<file path="config.mk">
export PLATFORM = sky130hd
export DESIGN_NAME = psld_top
export DESIGN_NICKNAME = d
export VERILOG_FILES = /design/src/psld_pkg.sv /design/src/psld_stretch_if.sv /design/src/psld_stretch.sv /design/src/psld_top.sv
export SDC_FILE = /design/constraint.sdc
export NUM_CORES = 1
export LEC_CHECK = 0
export ABC_AREA = 1
export BUFFER_PORTS_ARGS = -buffer_cell sky130_fd_sc_hd__buf_2
export CORE_ASPECT_RATIO = 0.7
export CORE_MARGIN = 3
export CORE_UTILIZATION = 35
export DETAILED_ROUTE_END_ITERATION = 7
export GPL_TIMING_DRIVEN = 0
export PLACE_DENSITY = 0.61
export SETUP_SLACK_MARGIN = 0.4
export SYNTH_ARGS = -nofsm -noshare
export SYNTH_HDL_FRONTEND = slang
export SYNTH_SLANG_ARGS = --single-unit
</file>
<file path="constraint.sdc">
create_clock -name clk -period 2.85 [get_ports clk]
set_input_delay 0 -clock clk [delete_from_list [all_inputs] [get_ports clk]]
set_output_delay 0 -clock clk [all_outputs]
set_load 0.05 [all_outputs]
</file>
<file path="src/psld_pkg.sv">
`default_nettype none
package psld_pkg;

    // ---------------------------------------------------------------
    // Clock
    // ---------------------------------------------------------------
    localparam int CLK_HZ         = 40_000_000;
    localparam int CLK_PER_MS     = CLK_HZ / 1000;

    // ---------------------------------------------------------------
    // Timing
    // ---------------------------------------------------------------
    localparam int STRETCH_MS     = 50;
    localparam int STRETCH_CYC    = STRETCH_MS * CLK_PER_MS;
    localparam int LINK_QUAL_US   = 500;
    // Least time, rounded up
    localparam int LINK_QUAL_CYC  = (LINK_QUAL_US * CLK_PER_MS + 999) / 1000;
    // Link loss limit, longest time, rounded down
    localparam int LINK_LOSS_MS   = 50;
    localparam int LINK_LOSS_CYC  = LINK_LOSS_MS * CLK_PER_MS;
    localparam int LINK_PULSE_MIN = 7;

    // ---------------------------------------------------------------
    // Counter widths
    // ---------------------------------------------------------------
    localparam int STRETCH_W      = 21;
    localparam int QUAL_W         = 15;
    localparam int LOSS_W         = 21;
    localparam int PULSE_W        = 3;

    // ---------------------------------------------------------------
    // Reset values
    // ---------------------------------------------------------------
    localparam logic LED_OFF      = 1'b1;

    typedef enum logic {
        PSLD_LINK_DOWN,
        PSLD_LINK_UP
    } psld_link_t;

endpackage
`default_nettype wire

</file>
<file path="src/psld_stretch_if.sv">
`timescale 1ns/1ps
`default_nettype none
interface psld_stretch_if;
    logic trig;
    logic active;
    modport src (output trig, input active);
    modport str (input trig, output active);
endinterface
`default_nettype wire

</file>
<file path="src/psld_stretch.sv">
`timescale 1ns/1ps
`default_nettype none
module psld_stretch #(
    parameter int CYC = psld_pkg::STRETCH_CYC
) (
    input  wire logic    clk,
    input  wire logic    nrst,
    input  wire logic    clk_en,
    psld_stretch_if.str  sif
);
    localparam int W = psld_pkg::STRETCH_W;
    localparam logic [W-1:0] CYC_V = W'(CYC);

    logic [W-1:0] cnt_q;
    logic [W-1:0] cnt_d;

    // ---------------------------------------------------------------
    // Monostable
    // ---------------------------------------------------------------
    // Reload on every event so steady traffic never lets the lamp blink
    always_comb begin
        cnt_d = cnt_q;
        if (sif.trig) begin
            cnt_d = CYC_V;
        end else if (cnt_q != '0) begin
            cnt_d = cnt_q - W'(1);
        end
    end

    always_ff @(posedge clk or negedge nrst) begin
        if (!nrst) begin
            cnt_q <= '0;
        end else if (clk_en) begin
            cnt_q <= cnt_d;
        end
    end

    assign sif.active = sif.trig || (cnt_q != '0);
endmodule
`default_nettype wire

</file>
<file path="src/psld_top.sv">
// Functional notes
// - The transmit lamp goes low while transmit enable is present.
// - With the transmit alternate select high it shows the disconnect flag.
// - Transmit and receive activity is stretched to about 50 ms.
// - The receive lamp goes low while carrier sense is active.
// - At 100 Mb/s link lights only after signal detect held for 500 us.
// - At 100 Mb/s link goes off at once when signal detect drops.
// - At 10 Mb/s link lights after seven good link pulses or a packet.
// - At 10 Mb/s link goes off only when the link loss timer expires.
// - By default the polarity lamp goes low on a corrected inversion at 10 Mb/s.
// - With the polarity alternate select high it shows full duplex.
// - The collision lamp shows collisions in half duplex, off in full.
`timescale 1ns/1ps
`default_nettype none
module psld_top #(
    parameter int STRETCH_CYC   = psld_pkg::STRETCH_CYC,
    parameter int LINK_QUAL_CYC = psld_pkg::LINK_QUAL_CYC,
    parameter int LINK_LOSS_CYC = psld_pkg::LINK_LOSS_CYC
) (
    input  wire logic clk,
    input  wire logic nrst,
    input  wire logic clk_en,
    input  wire logic speed_100,
    input  wire logic full_duplex,
    input  wire logic transmit_enable_internal,
    input  wire logic carrier_sense,
    input  wire logic collision,
    input  wire logic signal_detect_in,
    input  wire logic link_pulse,
    input  wire logic link_pulse_bad,
    input  wire logic valid_packet,
    input  wire logic polarity_inverted,
    input  wire logic tx_indicator_alt_select,
    input  wire logic polarity_indicator_alt_select,
    input  wire logic disconnect_state_flag,
    output logic      tx_activity_indicator_n,
    output logic      rx_activity_indicator_n,
    output logic      link_good_indicator_n,
    output logic      polarity_duplex_indicator_n,
    output logic      collision_indicator_n
);
    localparam int QW = psld_pkg::QUAL_W;
    localparam int LW = psld_pkg::LOSS_W;
    localparam int PW = psld_pkg::PULSE_W;
    localparam logic [QW-1:0] QUAL_V  = QW'(LINK_QUAL_CYC);
    localparam logic [LW-1:0] LOSS_V  = LW'(LINK_LOSS_CYC - 1);
    localparam logic [PW-1:0] PULSE_V = PW'(psld_pkg::LINK_PULSE_MIN - 1);

    // ---------------------------------------------------------------
    // Activity stretchers
    // ---------------------------------------------------------------
    psld_stretch_if tx_if ();
    psld_stretch_if rx_if ();

    assign tx_if.trig = transmit_enable_internal;
    assign rx_if.trig = carrier_sense;

    psld_stretch #(
        .CYC    (STRETCH_CYC)
    ) u_tx_stretch (
        .clk    (clk),
        .nrst   (nrst),
        .clk_en (clk_en),
        .sif    (tx_if)
    );

    psld_stretch #(
        .CYC    (STRETCH_CYC)
    ) u_rx_stretch (
        .clk    (clk),
        .nrst   (nrst),
        .clk_en (clk_en),
        .sif    (rx_if)
    );

    // ---------------------------------------------------------------
    // 100 Mb/s link qualification
    // ---------------------------------------------------------------
    logic [QW-1:0] sd_cnt_q;
    logic [QW-1:0] sd_cnt_d;
    logic          link100_q;
    logic          link100_d;

    always_comb begin
        sd_cnt_d = '0;
        if (signal_detect_in) begin
            if (sd_cnt_q == QUAL_V) begin
                sd_cnt_d = sd_cnt_q;
            end else begin
                sd_cnt_d = sd_cnt_q + QW'(1);
            end
        end
        // Dropping signal detect clears at once, no hold-off
        link100_d = signal_detect_in && (sd_cnt_q == QUAL_V);
    end

    always_ff @(posedge clk or negedge nrst) begin
        if (!nrst) begin
            sd_cnt_q  <= '0;
            link100_q <= 1'b0;
        end else if (clk_en) begin
            sd_cnt_q  <= sd_cnt_d;
            link100_q <= link100_d;
        end
    end

    // ---------------------------------------------------------------
    // 10 Mb/s link integrity
    // ---------------------------------------------------------------
    psld_pkg::psld_link_t lst_q;
    psld_pkg::psld_link_t lst_d;
    logic [PW-1:0]        pulse_cnt_q;
    logic [PW-1:0]        pulse_cnt_d;
    logic [LW-1:0]        loss_cnt_q;
    logic [LW-1:0]        loss_cnt_d;
    logic                 link10_up;
    logic                 keep_alive;

    // Any good link pulse or valid packet restarts the loss timer; a bad pulse does not
    assign keep_alive = link_pulse || valid_packet;
    assign link10_up  = (lst_q == psld_pkg::PSLD_LINK_UP);

    always_comb begin
        lst_d       = lst_q;
        pulse_cnt_d = pulse_cnt_q;
        loss_cnt_d  = loss_cnt_q;
        case (lst_q)
            psld_pkg::PSLD_LINK_DOWN: begin
                loss_cnt_d = '0;
                if (valid_packet) begin
                    lst_d       = psld_pkg::PSLD_LINK_UP;
                    pulse_cnt_d = '0;
                end else if (link_pulse_bad) begin
                    pulse_cnt_d = '0;
                end else if (link_pulse) begin
                    if (pulse_cnt_q == PULSE_V) begin
                        lst_d       = psld_pkg::PSLD_LINK_UP;
                        pulse_cnt_d = '0;
                    end else begin
                        pulse_cnt_d = pulse_cnt_q + PW'(1);
                    end
                end
            end
            psld_pkg::PSLD_LINK_UP: begin
                pulse_cnt_d = '0;
                if (keep_alive) begin
                    loss_cnt_d = '0;
                end else if (loss_cnt_q == LOSS_V) begin
                    lst_d      = psld_pkg::PSLD_LINK_DOWN;
                    loss_cnt_d = '0;
                end else begin
                    loss_cnt_d = loss_cnt_q + LW'(1);
                end
            end
            default: begin
                lst_d       = psld_pkg::PSLD_LINK_DOWN;
                pulse_cnt_d = '0;
                loss_cnt_d  = '0;
            end
        endcase
    end

    always_ff @(posedge clk or negedge nrst) begin
        if (!nrst) begin
            lst_q       <= psld_pkg::PSLD_LINK_DOWN;
            pulse_cnt_q <= '0;
            loss_cnt_q  <= '0;
        end else if (clk_en) begin
            lst_q       <= lst_d;
            pulse_cnt_q <= pulse_cnt_d;
            loss_cnt_q  <= loss_cnt_d;
        end
    end

    // ---------------------------------------------------------------
    // Lamp outputs
    // ---------------------------------------------------------------
    logic tx_n_d;
    logic rx_n_d;
    logic link_n_d;
    logic pol_n_d;
    logic col_n_d;

    always_comb begin
        if (tx_indicator_alt_select) begin
            tx_n_d = !disconnect_state_flag;
        end else begin
            tx_n_d = !tx_if.active;
        end
        rx_n_d   = !rx_if.active;
        // Live signal detect gates the lamp so a drop clears it next edge
        link_n_d = speed_100 ? !(link100_q && signal_detect_in)
                             : !link10_up;
        if (polarity_indicator_alt_select) begin
            pol_n_d = !full_duplex;
        end else begin
            // Polarity fix only exists on the 10 Mb/s path
            pol_n_d = !(polarity_inverted && !speed_100);
        end
        col_n_d = !(collision && !full_duplex);
    end

    always_ff @(posedge clk or negedge nrst) begin
        if (!nrst) begin
            tx_activity_indicator_n     <= psld_pkg::LED_OFF;
            rx_activity_indicator_n     <= psld_pkg::LED_OFF;
            link_good_indicator_n       <= psld_pkg::LED_OFF;
            polarity_duplex_indicator_n <= psld_pkg::LED_OFF;
            collision_indicator_n       <= psld_pkg::LED_OFF;
        end else if (clk_en) begin
            tx_activity_indicator_n     <= tx_n_d;
            rx_activity_indicator_n     <= rx_n_d;
            link_good_indicator_n       <= link_n_d;
            polarity_duplex_indicator_n <= pol_n_d;
            collision_indicator_n       <= col_n_d;
        end
    end
endmodule
`default_nettype wire

</file>
After elaboration in Yosys (flattened, before gate mapping)
Cells that the tools add are included. Widths: inputs -> output; s select.

Flip-flop bits (word level): 88. Memories: 0. Memory bits (read-only): 0. Bits in latches: 0. Memory bits (writable): 0. Bits of input ports: 16. Output and inout bits: 5. Word-level logic and storage cells: 71.

Equality and inequality tests: 5. Div/mod/pow operators: 0. Shift-type cells: 0. Reductions and logical operators: 24. Bitwise operators: 1. Multipliers: 0. Order comparisons: 0. Add/subtract/negate cells: 5. Multiplexer cells: 24.

Operator list (count): $mux 21 (6); $pmux 21 s2 (1); $reduce_bool 21->1 (2); $sub 21x1->21 const B (2); $mux 15 (2); $add 21x1->21 const B (1); $eq 21x21->1 const B (1); $add 15x1->15 const B (1); $eq 15x15->1 const B (1); $mux 3 (4); $logic_not 1->1 (9); $mux 1 (9); $reduce_and 2->1 (4); $pmux 3 s2 (1); $logic_and 1x1->1 (4); $ne 4x4->1 const B (1); $reduce_bool 2->1 (2); $add 3x1->3 const B (1); $eq 3x3->1 const B (1); $logic_or 1x1->1 (3); $ne 2x2->1 const B (1); $pmux 1 s2 (1); $not 1->1 (1).

Longest topological paths before layout
Gate-level depths: netlist of the first run.

Depth in word-level cells: 6. Depth in mapped cells: 10. Depth with buffers taken out: 10.

Hierarchy
Synthesis of the first run repeated with hierarchy kept, for this count alone.

Cells, all modules: 814. Area, all modules: 5763.0 um^2.

Modules (own cells, without submodules): psld_stretch (seq. area each 525.5 um^2, area an instance 1476.4 um^2, times used 2, cells each 218); psld_top (seq. area each 1157.4 um^2, area an instance 2810.2 um^2, times used 1, cells each 378).

Worst setup path before layout of the first run
OpenSTA, ideal clock, no wires.

Path kind: flip-flop to flip-flop. From: register u_rx_stretch.cnt_q[0]. To: register u_rx_stretch.cnt_q[8]. Setup time: 83 ps. Cell stages (with the launch flop): 9. Buffers on the path: 1. Data required time: 2767 ps. Path slack: 1370 ps. Clock period less this slack: 1480 ps. Arrival time: 1398 ps. Cells stage by stage: dfrtp_1 inv_1 ha_1 clkbuf_2 nand2_1 nor2_1 xor2_1 nand2_1 o21ai_0.

Longest elaborated chain between the ends: 3. Elaborated cells between the ends (all ways): 6. Those cells by class: 1 x add/sub; 2 x mux; 3 x reduce/logical.

RTL lines: start, declared (line psld_stretch.sv:14) `logic [W-1:0] cnt_q;`; start signal, assigned (line psld_stretch.sv:34) `cnt_q <= cnt_d;`; $sub 21x1->21 or $reduce_bool 21->1 (tied branches) (line psld_stretch.sv:26, psld_stretch.sv:25); $mux 21 or $reduce_bool 2->1 (tied branches); $mux 21 or $reduce_and 2->1 (tied branches).

Several ways; a longest one is shown, not always the timed one. The select of a mux whose other input is x is not followed. A chain may end at the register's enable or synchronous reset.

Worst setup path in the final report of the first run
From: input port speed_100. To: register polarity_duplex_indicator_n.

Longest elaborated chain between the ends: 4.

RTL lines: start, declared (line psld_top.sv:23) `input wire logic speed_100,`; $logic_not 1->1 (line psld_top.sv:198) `pol_n_d = !(polarity_inverted && !speed_100);`; $logic_and 1x1->1 (line psld_top.sv:198); $logic_not 1->1 (line psld_top.sv:198); $mux 1 (line psld_top.sv:194) `if (polarity_indicator_alt_select) begin`; end signal, assigned (line psld_top.sv:208) `polarity_duplex_indicator_n <= psld_pkg::LED_OFF;`; end signal, assigned (line psld_top.sv:214) `polarity_duplex_indicator_n <= pol_n_d;`; end, declared (line psld_top.sv:39) `output logic polarity_duplex_indicator_n,`.

No other way between the ends.

==> impl_metrics.json, run 1 <==
{
  "endpoint_kind": "flip-flop",
  "arrival_ns": 2.11,
  "fin_crit_sh_pct": 65.0,
  "die_area_sq_mm": 0.0178,
  "cts.sinks": 88,
  "holdCritPathClass": "input pin to flip-flop",
  "highest_layer": "met4",
  "hold_viol": 0,
  "route.met3.wl_um": 524,
  "path_clk_slew_ns": 0.06,
  "crit_required_ns": 3.11,
  "drv_slew": 0,
  "syn_nets": 845,
  "post_dp_cell_area_sq_mm": 0.00603,
  "final_net_count": 887,
  "initial_core_util_pct": 36.2,
  "p_leak_nw": 3.09,
  "fp.dieH_um": 112,
  "vias": 5161,
  "nFillCells": 1642,
  "reg2reg_depth": 8,
  "area_delta_synth_final_pct": 14.2,
  "setup_viol": 0,
  "setup_slack_ns": 0.998,
  "avgViaCountPerCell": 4.83,
  "grt-ovfl-total": 0,
  "ant_nets": 0,
  "ir_drop_mv": 0.283,
  "multiInputGateArea_sq_mm": 0.00300,
  "period_minus_slack_ns": 1.85,
  "register_area_sq_mm": 0.00221,
  "yosysWarnings": 0,
  "drc_errors": 0,
  "finClkSkew_ns": 0.00658,
  "synth.distinct_cells": 35,
  "wirelength_met1_um": 7740,
  "outcome": "completed",
  "relSlewSlack_pct": 64.3,
  "track_usage_pct": 16.3,
  "yosysSeqAreaShare_pct": 39.0,
  "finalWirelength_um": 13600,
  "cts_tree": "yes",
  "syn_avg_cell_area_sq_um": 6.88,
  "cts-root-buf": "clkbuf_16",
  "hold_start": "carrier_sense",
  "routed-wl-met2_um": 5280,
  "cp-startpoint": "speed_100",
  "total_power_w": 0.00373,
  "grt_max_degree": 61,
  "syn_area_sq_mm": 0.00566,
  "cts_buffers": 9,
  "synthCells": 822,
  "crit-reg2reg-launch": "u_rx_stretch.cnt_q[0]$_DFFE_PN0P_",
  "clock_latency_ns": 0.34,
  "layout_common_cells": "nand2_1, nor2_1, dfrtp_1",
  "drt-initial-drc-count": 394,
  "post_cts_buffers": 0,
  "hold_end": "u_rx_stretch.cnt_q[5]$_DFFE_PN0P_",
  "clockBufferDepth": 2,
  "cp-start-kind": "input pin",
  "antenna_found_initial": 0,
  "grt_pass1_vias": 4791,
  "worstPathMaxFanout": 2,
  "final_common_cell": "nand2_1",
  "tns_ns": 0,
  "hpwl_um": 9900,
  "power_density_mw_per_mm2": 578,
  "ioPinCount": 21,
  "antennaDiodeCount": 0,
  "maxCapViolations": 0,
  "drt_pass1_iterations": 5,
  "rrSetupSlack_ns": 1.07,
  "r2r_end": "u_rx_stretch.cnt_q[8]$_DFFE_PN0P_",
  "port_buffers": 19,
  "rsz0062_at_grt": "false",
  "stdcell_area_sq_mm": 0.00646,
  "wl_per_cell_um": 12.7,
  "num_rows": 38,
  "hold_buffers": 11,
  "holdPathStages": 4,
  "grt_pass1_wl_um": 23900,
  "gp_congestion": 0.912,
  "tightest_slew_ns": 0.535,
  "ys_ff_latch": 88,
  "dpl_worst_slack_ns": 1.11,
  "die_x_um": 158,
  "crit_type": "input pin to flip-flop",
  "cts_resized": 0,
  "achievable-frequency_mhz": 540,
  "cts.htree.levels": 3,
  "drive_gt1_share_pct": 10.5,
  "core_area_sq_mm": 0.0156
}
Yosys cell counts:
| cell | number | area share, % |
|---|---|---|
| and3_1 | 1 | 0.11 |
| xnor2_1 | 7 | 1.1 |
| nor2_4 | 2 | 0.40 |
| nor3_1 | 9 | 0.80 |
| clkbuf_2 | 2 | 0.18 |
| nor2_1 | 114 | 7.6 |
| buf_6 | 7 | 1.4 |
| o21ai_2 | 10 | 1.5 |
| nor3b_1 | 2 | 0.27 |
| nor2_2 | 12 | 1.3 |
| a21oi_1 | 3 | 0.27 |
| or2_2 | 2 | 0.22 |
| buf_4 | 3 | 0.40 |
| a31oi_1 | 3 | 0.33 |
| o21ai_1 | 5 | 0.44 |
| dfrtp_1 | 83 | 37 |
| nand2_4 | 1 | 0.20 |
| nand2_1 | 283 | 19 |
| nand2_2 | 4 | 0.44 |
| nand4_1 | 20 | 2.2 |
| nand3b_1 | 5 | 0.66 |
| buf_8 | 1 | 0.27 |
| o21ai_0 | 29 | 2.6 |
| xor2_1 | 19 | 2.9 |
| nand3_2 | 2 | 0.35 |
| ha_1 | 7 | 1.5 |
| dfstp_2 | 5 | 2.3 |
| clkbuf_1 | 6 | 0.40 |
| o22ai_1 | 7 | 0.77 |
| nor3_2 | 3 | 0.53 |
| nand3_1 | 81 | 7.2 |
| or2_0 | 1 | 0.11 |
| inv_1 | 76 | 5.0 |
| inv_2 | 4 | 0.27 |
| o21bai_1 | 3 | 0.40 |
registers in the layout, indices dropped and copies added (netlist names):
signal,cells
rx_activity_indicator_n,1
u_tx_stretch.cnt_q,21
polarity_duplex_indicator_n,1
sd_cnt_q,15
pulse_cnt_q,3
link_good_indicator_n,1
link100_q,1
loss_cnt_q,21
tx_activity_indicator_n,1
link10_up,1
u_rx_stretch.cnt_q,21
collision_indicator_n,1
how the worst max path moves through the flow:
stage                                               to  slack (ns)  cells past startpoint
4_1_cts        polarity_duplex_indicator_n$_DFFE_PN1P_        1.05                      8
3_5_place_dp         u_rx_stretch.cnt_q[8]$_DFFE_PN0P_        1.11                      8
3_3_place_gp                loss_cnt_q[16]$_DFFE_PN0P_        0.93                      1
6_report       polarity_duplex_indicator_n$_DFFE_PN1P_         1.0                      8
2_1_floorplan        u_rx_stretch.cnt_q[8]$_DFFE_PN0P_        1.37                      8
5_1_grt        polarity_duplex_indicator_n$_DFFE_PN1P_        0.84                      8
metal layers:
metal / track usage (%) / up-vias
li1: - / 2697
met1: 26.4 / 2344
met2: 22.7 / 113
met3: 2.93 / 7
met4: 2.69 / 0
met5: 0 / -
logic make-up (layout without fill, tap and decap cells):
kind of cell | count (synthesis) | after routing | share of synthesized area (%)
xor gates and xnor gates | 26 | 26 | 4.02
buffers and inverters | 99 | 146 | 7.94
and+or+nand+nor | 542 | 542 | 41.1
AOI/OAI and AO/OA | 60 | 60 | 6.32
DFF | 88 | 88 | 39.0
adders and majority gates | 7 | 7 | 1.55
critical path, cell delays in order:
cell and delay, ns:
dlygate4sd3_1 0.52, buf_2 0.11, inv_1 0.05, a21oi_1 0.14, dlygate4sd3_1 0.57, a21oi_1 0.04
dlygate4sd3_1 0.54, o21ai_0 0.15
final cells by class:
class                      count  area share [%]
timing repair buffer          31            3.64
tap                          200            3.87
inverter                      80            4.65
multi-input combinational    635            46.5
clock inverter                 3            1.01
buffer                        19            2.31
sequential                    88            34.2
clock buffer                  13            3.87
through the flow:
stage          hold WS [ns]  util, %  cells
6_report             0.0215     41.3   1069
5_1_grt              0.0308     41.3   1069
4_1_cts             0.00454     41.3   1069
3_5_place_dp        -0.0376     38.6   1042
3_3_place_gp          0.156     38.4   1041
2_1_floorplan        -0.296        -    822
report_power, final:
group	total [W]	switching (W)	internal [W]
logic	0.000925	0.000611	0.000314
clock network	0.00129	0.000496	0.000793
registers	0.00152	0.000152	0.00137
total	0.00373	0.00126	0.00247
(Power assumes the default switching activity.)
==> run 2, diff against run 1 <==
Settings changed: PLACE_DENSITY 0.61 to 0.63.
Clock period 2.85 ns to 1.63 ns, I/O delays scaled along.
==> impl_metrics.json, run 2 (synthesized netlist as in run 1, its figures left out) <==
{
  "cp-start-kind": "flip-flop",
  "gp_congestion": 0.869,
  "dp_cells": 1042,
  "core_area_sq_mm": 0.0156,
  "worstPathMaxFanout": 5,
  "die_area_sq_mm": 0.0178,
  "crit_type": "flip-flop to flip-flop",
  "finClkSkew_ns": 0.0123,
  "period_minus_slack_ns": 1.53,
  "drv_slew": 0,
  "tightest_slew_ns": 0.813,
  "cts.htree.levels": 3,
  "cts.sinks": 88,
  "num_rows": 38,
  "power_density_mw_per_mm2": 928,
  "crit-reg2reg-launch": "u_rx_stretch.cnt_q[4]$_DFFE_PN0P_",
  "hpwl_um": 9610,
  "drt_pass1_iterations": 6,
  "hold_viol": 0,
  "cts-root-buf": "clkbuf_16",
  "layout_common_cells": "nand2_1, nand3_1, nor2_1",
  "r2r_end": "u_rx_stretch.cnt_q[9]$_DFFE_PN0P_",
  "wl_per_cell_um": 14.2,
  "final_common_cell": "nand2_1",
  "drc_errors": 0,
  "holdPathStages": 5,
  "final_net_count": 966,
  "antennaDiodeCount": 0,
  "avgViaCountPerCell": 5.03,
  "ir_drop_mv": 0.507,
  "finalWirelength_um": 16300,
  "reg2reg_depth": 9,
  "clockBufferDepth": 2,
  "area_delta_synth_final_pct": 43.4,
  "outcome": "completed",
  "tns_ns": 0,
  "rrSetupSlack_ns": 0.1,
  "ioPinCount": 21,
  "drive_gt1_share_pct": 38.5,
  "path_clk_slew_ns": 0.07,
  "grt-ovfl-total": 0,
  "maxCapViolations": 0,
  "fin_cells": 1148,
  "hold_start": "valid_packet",
  "grt_pass1_wl_um": 25600,
  "hold_end": "link10_up$_DFFE_PN0P_",
  "total_power_w": 0.00753,
  "reg.largest.list": "loss_cnt_q x21, u_rx_stretch.cnt_q x21, u_tx_stretch.cnt_q x21",
  "fin_crit_sh_pct": 94.1,
  "grt_max_degree": 56,
  "relSlewSlack_pct": 45.8,
  "antenna_found_initial": 0,
  "crit_required_ns": 1.90,
  "cts_tree": "yes",
  "achievable-frequency_mhz": 652,
  "setup_slack_ns": 0.0958,
  "cts_buffers": 9,
  "port_buffers": 19,
  "track_usage_pct": 17.5,
  "grt_pass1_vias": 5158,
  "p_leak_nw": 3.70,
  "clock_latency_ns": 0.35,
  "vias": 5771,
  "arrival_ns": 1.81,
  "holdCritPathClass": "input pin to flip-flop",
  "dpl_worst_slack_ns": -0.00678,
  "endpoint_kind": "flip-flop",
  "nFillCells": 1394,
  "fp.dieH_um": 112,
  "drt-initial-drc-count": 514,
  "initial_core_util_pct": 36.2,
  "setup_viol": 0,
  "die_x_um": 158,
  "rsz0062_at_grt": "true",
  "cp-startpoint": "u_rx_stretch.cnt_q[4]$_DFFE_PN0P_",
  "ant_nets": 0
}
==> run 2: area by class of cell <==
class / instances / area (sq um) / share of cell area [%]
timing repair buffer: 109 / 973 / 12.0
multi-input combinational: 636 / 3820 / 47.0
clock buffer: 12 / 256 / 3.16
tap: 200 / 250 / 3.08
sequential: 88 / 2230 / 27.5
clock inverter: 4 / 51.3 / 0.632
buffer: 19 / 203 / 2.50
inverter: 80 / 330 / 4.07
==> run 2: worst max-delay path: stages, from the launching register on <==
cell       delay [ns]
dfrtp_1          0.46
nor2_4           0.18
nand2_2          0.11
nor2_2           0.11
nand3_2          0.10
nand2_4          0.12
buf_12           0.13
clkbuf_16        0.14
nand2_2          0.04
o21ai_1          0.06
==> run 2: worst max-delay path by stage <==
stage                                   endpoint  slack [ns]
4_1_cts        u_tx_stretch.cnt_q[7]$_DFFE_PN0P_        0.16
6_report       u_rx_stretch.cnt_q[9]$_DFFE_PN0P_         0.1
2_1_floorplan            sd_cnt_q[0]$_DFFE_PN0P_        0.25
5_1_grt        u_rx_stretch.cnt_q[8]$_DFFE_PN0P_        0.03
3_5_place_dp             sd_cnt_q[3]$_DFFE_PN0P_      -0.007
3_3_place_gp          loss_cnt_q[17]$_DFFE_PN0P_       -0.33
==> run 2: what timing repair did <==
action,CTS,global route
hold buffers,10,0
resized for setup,88,167
gates cloned,5,5
pin swaps,29,56
hold endpoints to repair,38,0
setup buffers,49,21
endpoints found under the setup margin,82,85
==> run 2: stage by stage <==
stage	hold WS [ns]	util (%)	area, sq um
2_1_floorplan	-0.296	-	5810
3_3_place_gp	0.156	39.3	6150
3_5_place_dp	-0.0157	39.5	6180
4_1_cts	0.0196	46.6	7290
5_1_grt	0.0868	51.9	8110
6_report	0.0446	51.9	8110
==> run 2: report_power, final <==
part           total (W)  switching [W]  internal [W]
clock            0.00219       0.000916       0.00128
sequential       0.00269       0.000288       0.00240
combinational    0.00265        0.00157       0.00108
==> run 2: metal layers <==
layer  track usage, %  up-vias  wire, um  part of all wire, %
met5                0        -         0                    0
met4             3.90        0       232                  1.4
met3             3.31       32       873                  5.3
met2             25.4      158      7320                   45
met1             27.1     2710      7900                   48
li1                 -     2871         -                    -
==> run 3, diff against run 2 <==
Settings changed: CORE_MARGIN 3 to not set.
Clock period 1.63 ns to 1.35 ns, I/O delays scaled along.
==> impl_metrics.json, run 3 (synthesized netlist as in run 1, its figures left out) <==
{
  "outcome": "finished, violations left",
  "violations": "setup timing",
  "core_area_sq_mm": 0.0156,
  "antenna_found_initial": 1,
  "drt_pass1_iterations": 5,
  "die_area_sq_mm": 0.0167,
  "layout_common_cells": "nand2_1, nor2_1, nand3_1",
  "tightest_slew_ns": 0.707,
  "cts.sinks": 88,
  "stdcell_area_sq_mm": 0.00829,
  "num_rows": 38,
  "highest_layer": "met4",
  "fin_crit_sh_pct": 120,
  "holdCritPathClass": "input pin to flip-flop",
  "cts-root-buf": "clkbuf_16",
  "maxCapViolations": 0,
  "area_delta_synth_final_pct": 46.5,
  "ioPinCount": 21,
  "vias": 5833,
  "relSlewSlack_pct": 52.8,
  "achievable-frequency_mhz": 617,
  "grt_max_degree": 67,
  "endpoint_kind": "flip-flop",
  "clockBufferDepth": 2,
  "crit_required_ns": 1.62,
  "endpoint": "sd_cnt_q[12]$_DFFE_PN0P_",
  "cp-start-kind": "flip-flop",
  "rrSetupSlack_ns": -0.27,
  "drt-initial-drc-count": 451,
  "drc_errors": 0,
  "hpwl_um": 9990,
  "route.met3.wl_um": 951,
  "path_clk_slew_ns": 0.07,
  "nFillCells": 1358,
  "rsz0062_at_grt": "true",
  "dpl_worst_slack_ns": -0.308,
  "drive_gt1_share_pct": 39.8,
  "cts_tree": "yes",
  "post_dp_cell_area_sq_mm": 0.00620,
  "die_x_um": 154,
  "worstPathMaxFanout": 8,
  "hold_ws_ns": 0.0137,
  "crit-reg2reg-launch": "sd_cnt_q[1]$_DFFE_PN0P_",
  "drv_slew": 0,
  "finalWirelength_um": 17200,
  "routed-wl-met2_um": 7710,
  "grt-ovfl-total": 0,
  "cts.htree.levels": 3,
  "crit_type": "flip-flop to flip-flop",
  "setup_viol": 82,
  "arrival_ns": 1.89,
  "grt_pass1_wl_um": 26000,
  "setup_slack_ns": -0.270,
  "ir_drop_mv": 0.715,
  "grt_pass1_vias": 5112,
  "cts_buffers": 9,
  "final_common_cell": "nand2_1",
  "avgViaCountPerCell": 5.06,
  "period_minus_slack_ns": 1.62,
  "cp-startpoint": "sd_cnt_q[1]$_DFFE_PN0P_",
  "gp_congestion": 0.908,
  "reg2reg_depth": 9,
  "final_net_count": 970,
  "port_buffers": 19,
  "r2r_end": "sd_cnt_q[12]$_DFFE_PN0P_",
  "wirelength_met1_um": 8390,
  "initial_core_util_pct": 36.2,
  "fp.dieH_um": 108,
  "ant_nets": 0,
  "reg.largest.list": "loss_cnt_q x21, u_rx_stretch.cnt_q x21, u_tx_stretch.cnt_q x21",
  "p_leak_nw": 3.89,
  "tns_ns": -16.20,
  "power_density_mw_per_mm2": 1130,
  "wl_per_cell_um": 14.9,
  "finClkSkew_ns": 0.00596,
  "track_usage_pct": 19.6,
  "hold_viol": 0,
  "clock_latency_ns": 0.34
}
[run 3: changes by cell type in the layout (fill, tap and decap cells not counted), moves of 4 or more]
cell	change
buf_2	-5
buf_6	+4
nand2_1	-13
nand2_4	+19
nor2_1	+8
nor2_2	-6
o21ai_0	-9
o21ai_2	+9
[run 3: worst max-delay path: stages (launching register included)]
cell and delay (ns):
dfrtp_1 0.42, inv_2 0.08, ha_4 0.13, nand2_2 0.05, nor3_2 0.21, nand4_1 0.19, nand2_4 0.20, buf_6 0.17
nand2_2 0.06, o21ai_2 0.05
[run 3: repair_timing]
item,in CTS,in global routing
pin swaps,38,47
hold endpoints to repair,88,0
cloned,6,7
hold buffers,8,0
gates resized for setup,129,158
setup buffers,49,24
endpoints found under the setup margin,90,90
[run 3: per-layer routing]
metal	vias up	global-route usage [%]
met4	0	5.21
met2	161	29.2
met3	19	3.41
met5	-	0
met1	2774	28.9
li1	2879	-
[run 3: how the worst min path moves through the flow]
stage,startpoint,endpoint,cells after the start
after CTS,polarity_inverted,polarity_duplex_indicator_n$_DFFE_PN1P_,4
after global placement,collision,collision_indicator_n$_DFFE_PN1P_,2
after detailed placement,nrst,u_tx_stretch.cnt_q[15]$_DFFE_PN0P_,1
final,polarity_inverted,polarity_duplex_indicator_n$_DFFE_PN1P_,4
after global routing,polarity_inverted,polarity_duplex_indicator_n$_DFFE_PN1P_,4
after floorplan,nrst,link100_q$_DFFE_PN0P_,0
[run 3: power breakdown]
group / switching (W) / total (W) / leakage [nW] / internal (W)
clock: 0.00110 / 0.00278 / 0.153 / 0.00168
combinational: 0.00192 / 0.00333 / 2.61 / 0.00140
sequential: 0.000347 / 0.00325 / 1.12 / 0.00290
[run 3: area by class of cell]
class,count,area [sq um],share of cell area (%)
Sequential cell,88,2230,27.0
Clock inverter,4,76.3,0.921
Timing Repair inverter,1,6.26,0.0755
Inverter,80,320,3.87
Buffer,19,218,2.63
Clock buffer,12,246,2.97
Antenna cell,1,2.50,0.0302
Timing Repair Buffer,111,1060,12.8
Multi-Input combinational cell,637,3870,46.8
Tap cell,200,250,3.02
[run 3: per-stage QoR]
step	cells	power [W]	util, %
2_1_floorplan	822	0.00476	-
3_3_place_gp	1041	0.00525	39.5
3_5_place_dp	1042	0.00528	39.7
4_1_cts	1121	0.00874	47.3
5_1_grt	1153	0.00985	53.0
6_report	1153	0.00936	53.0
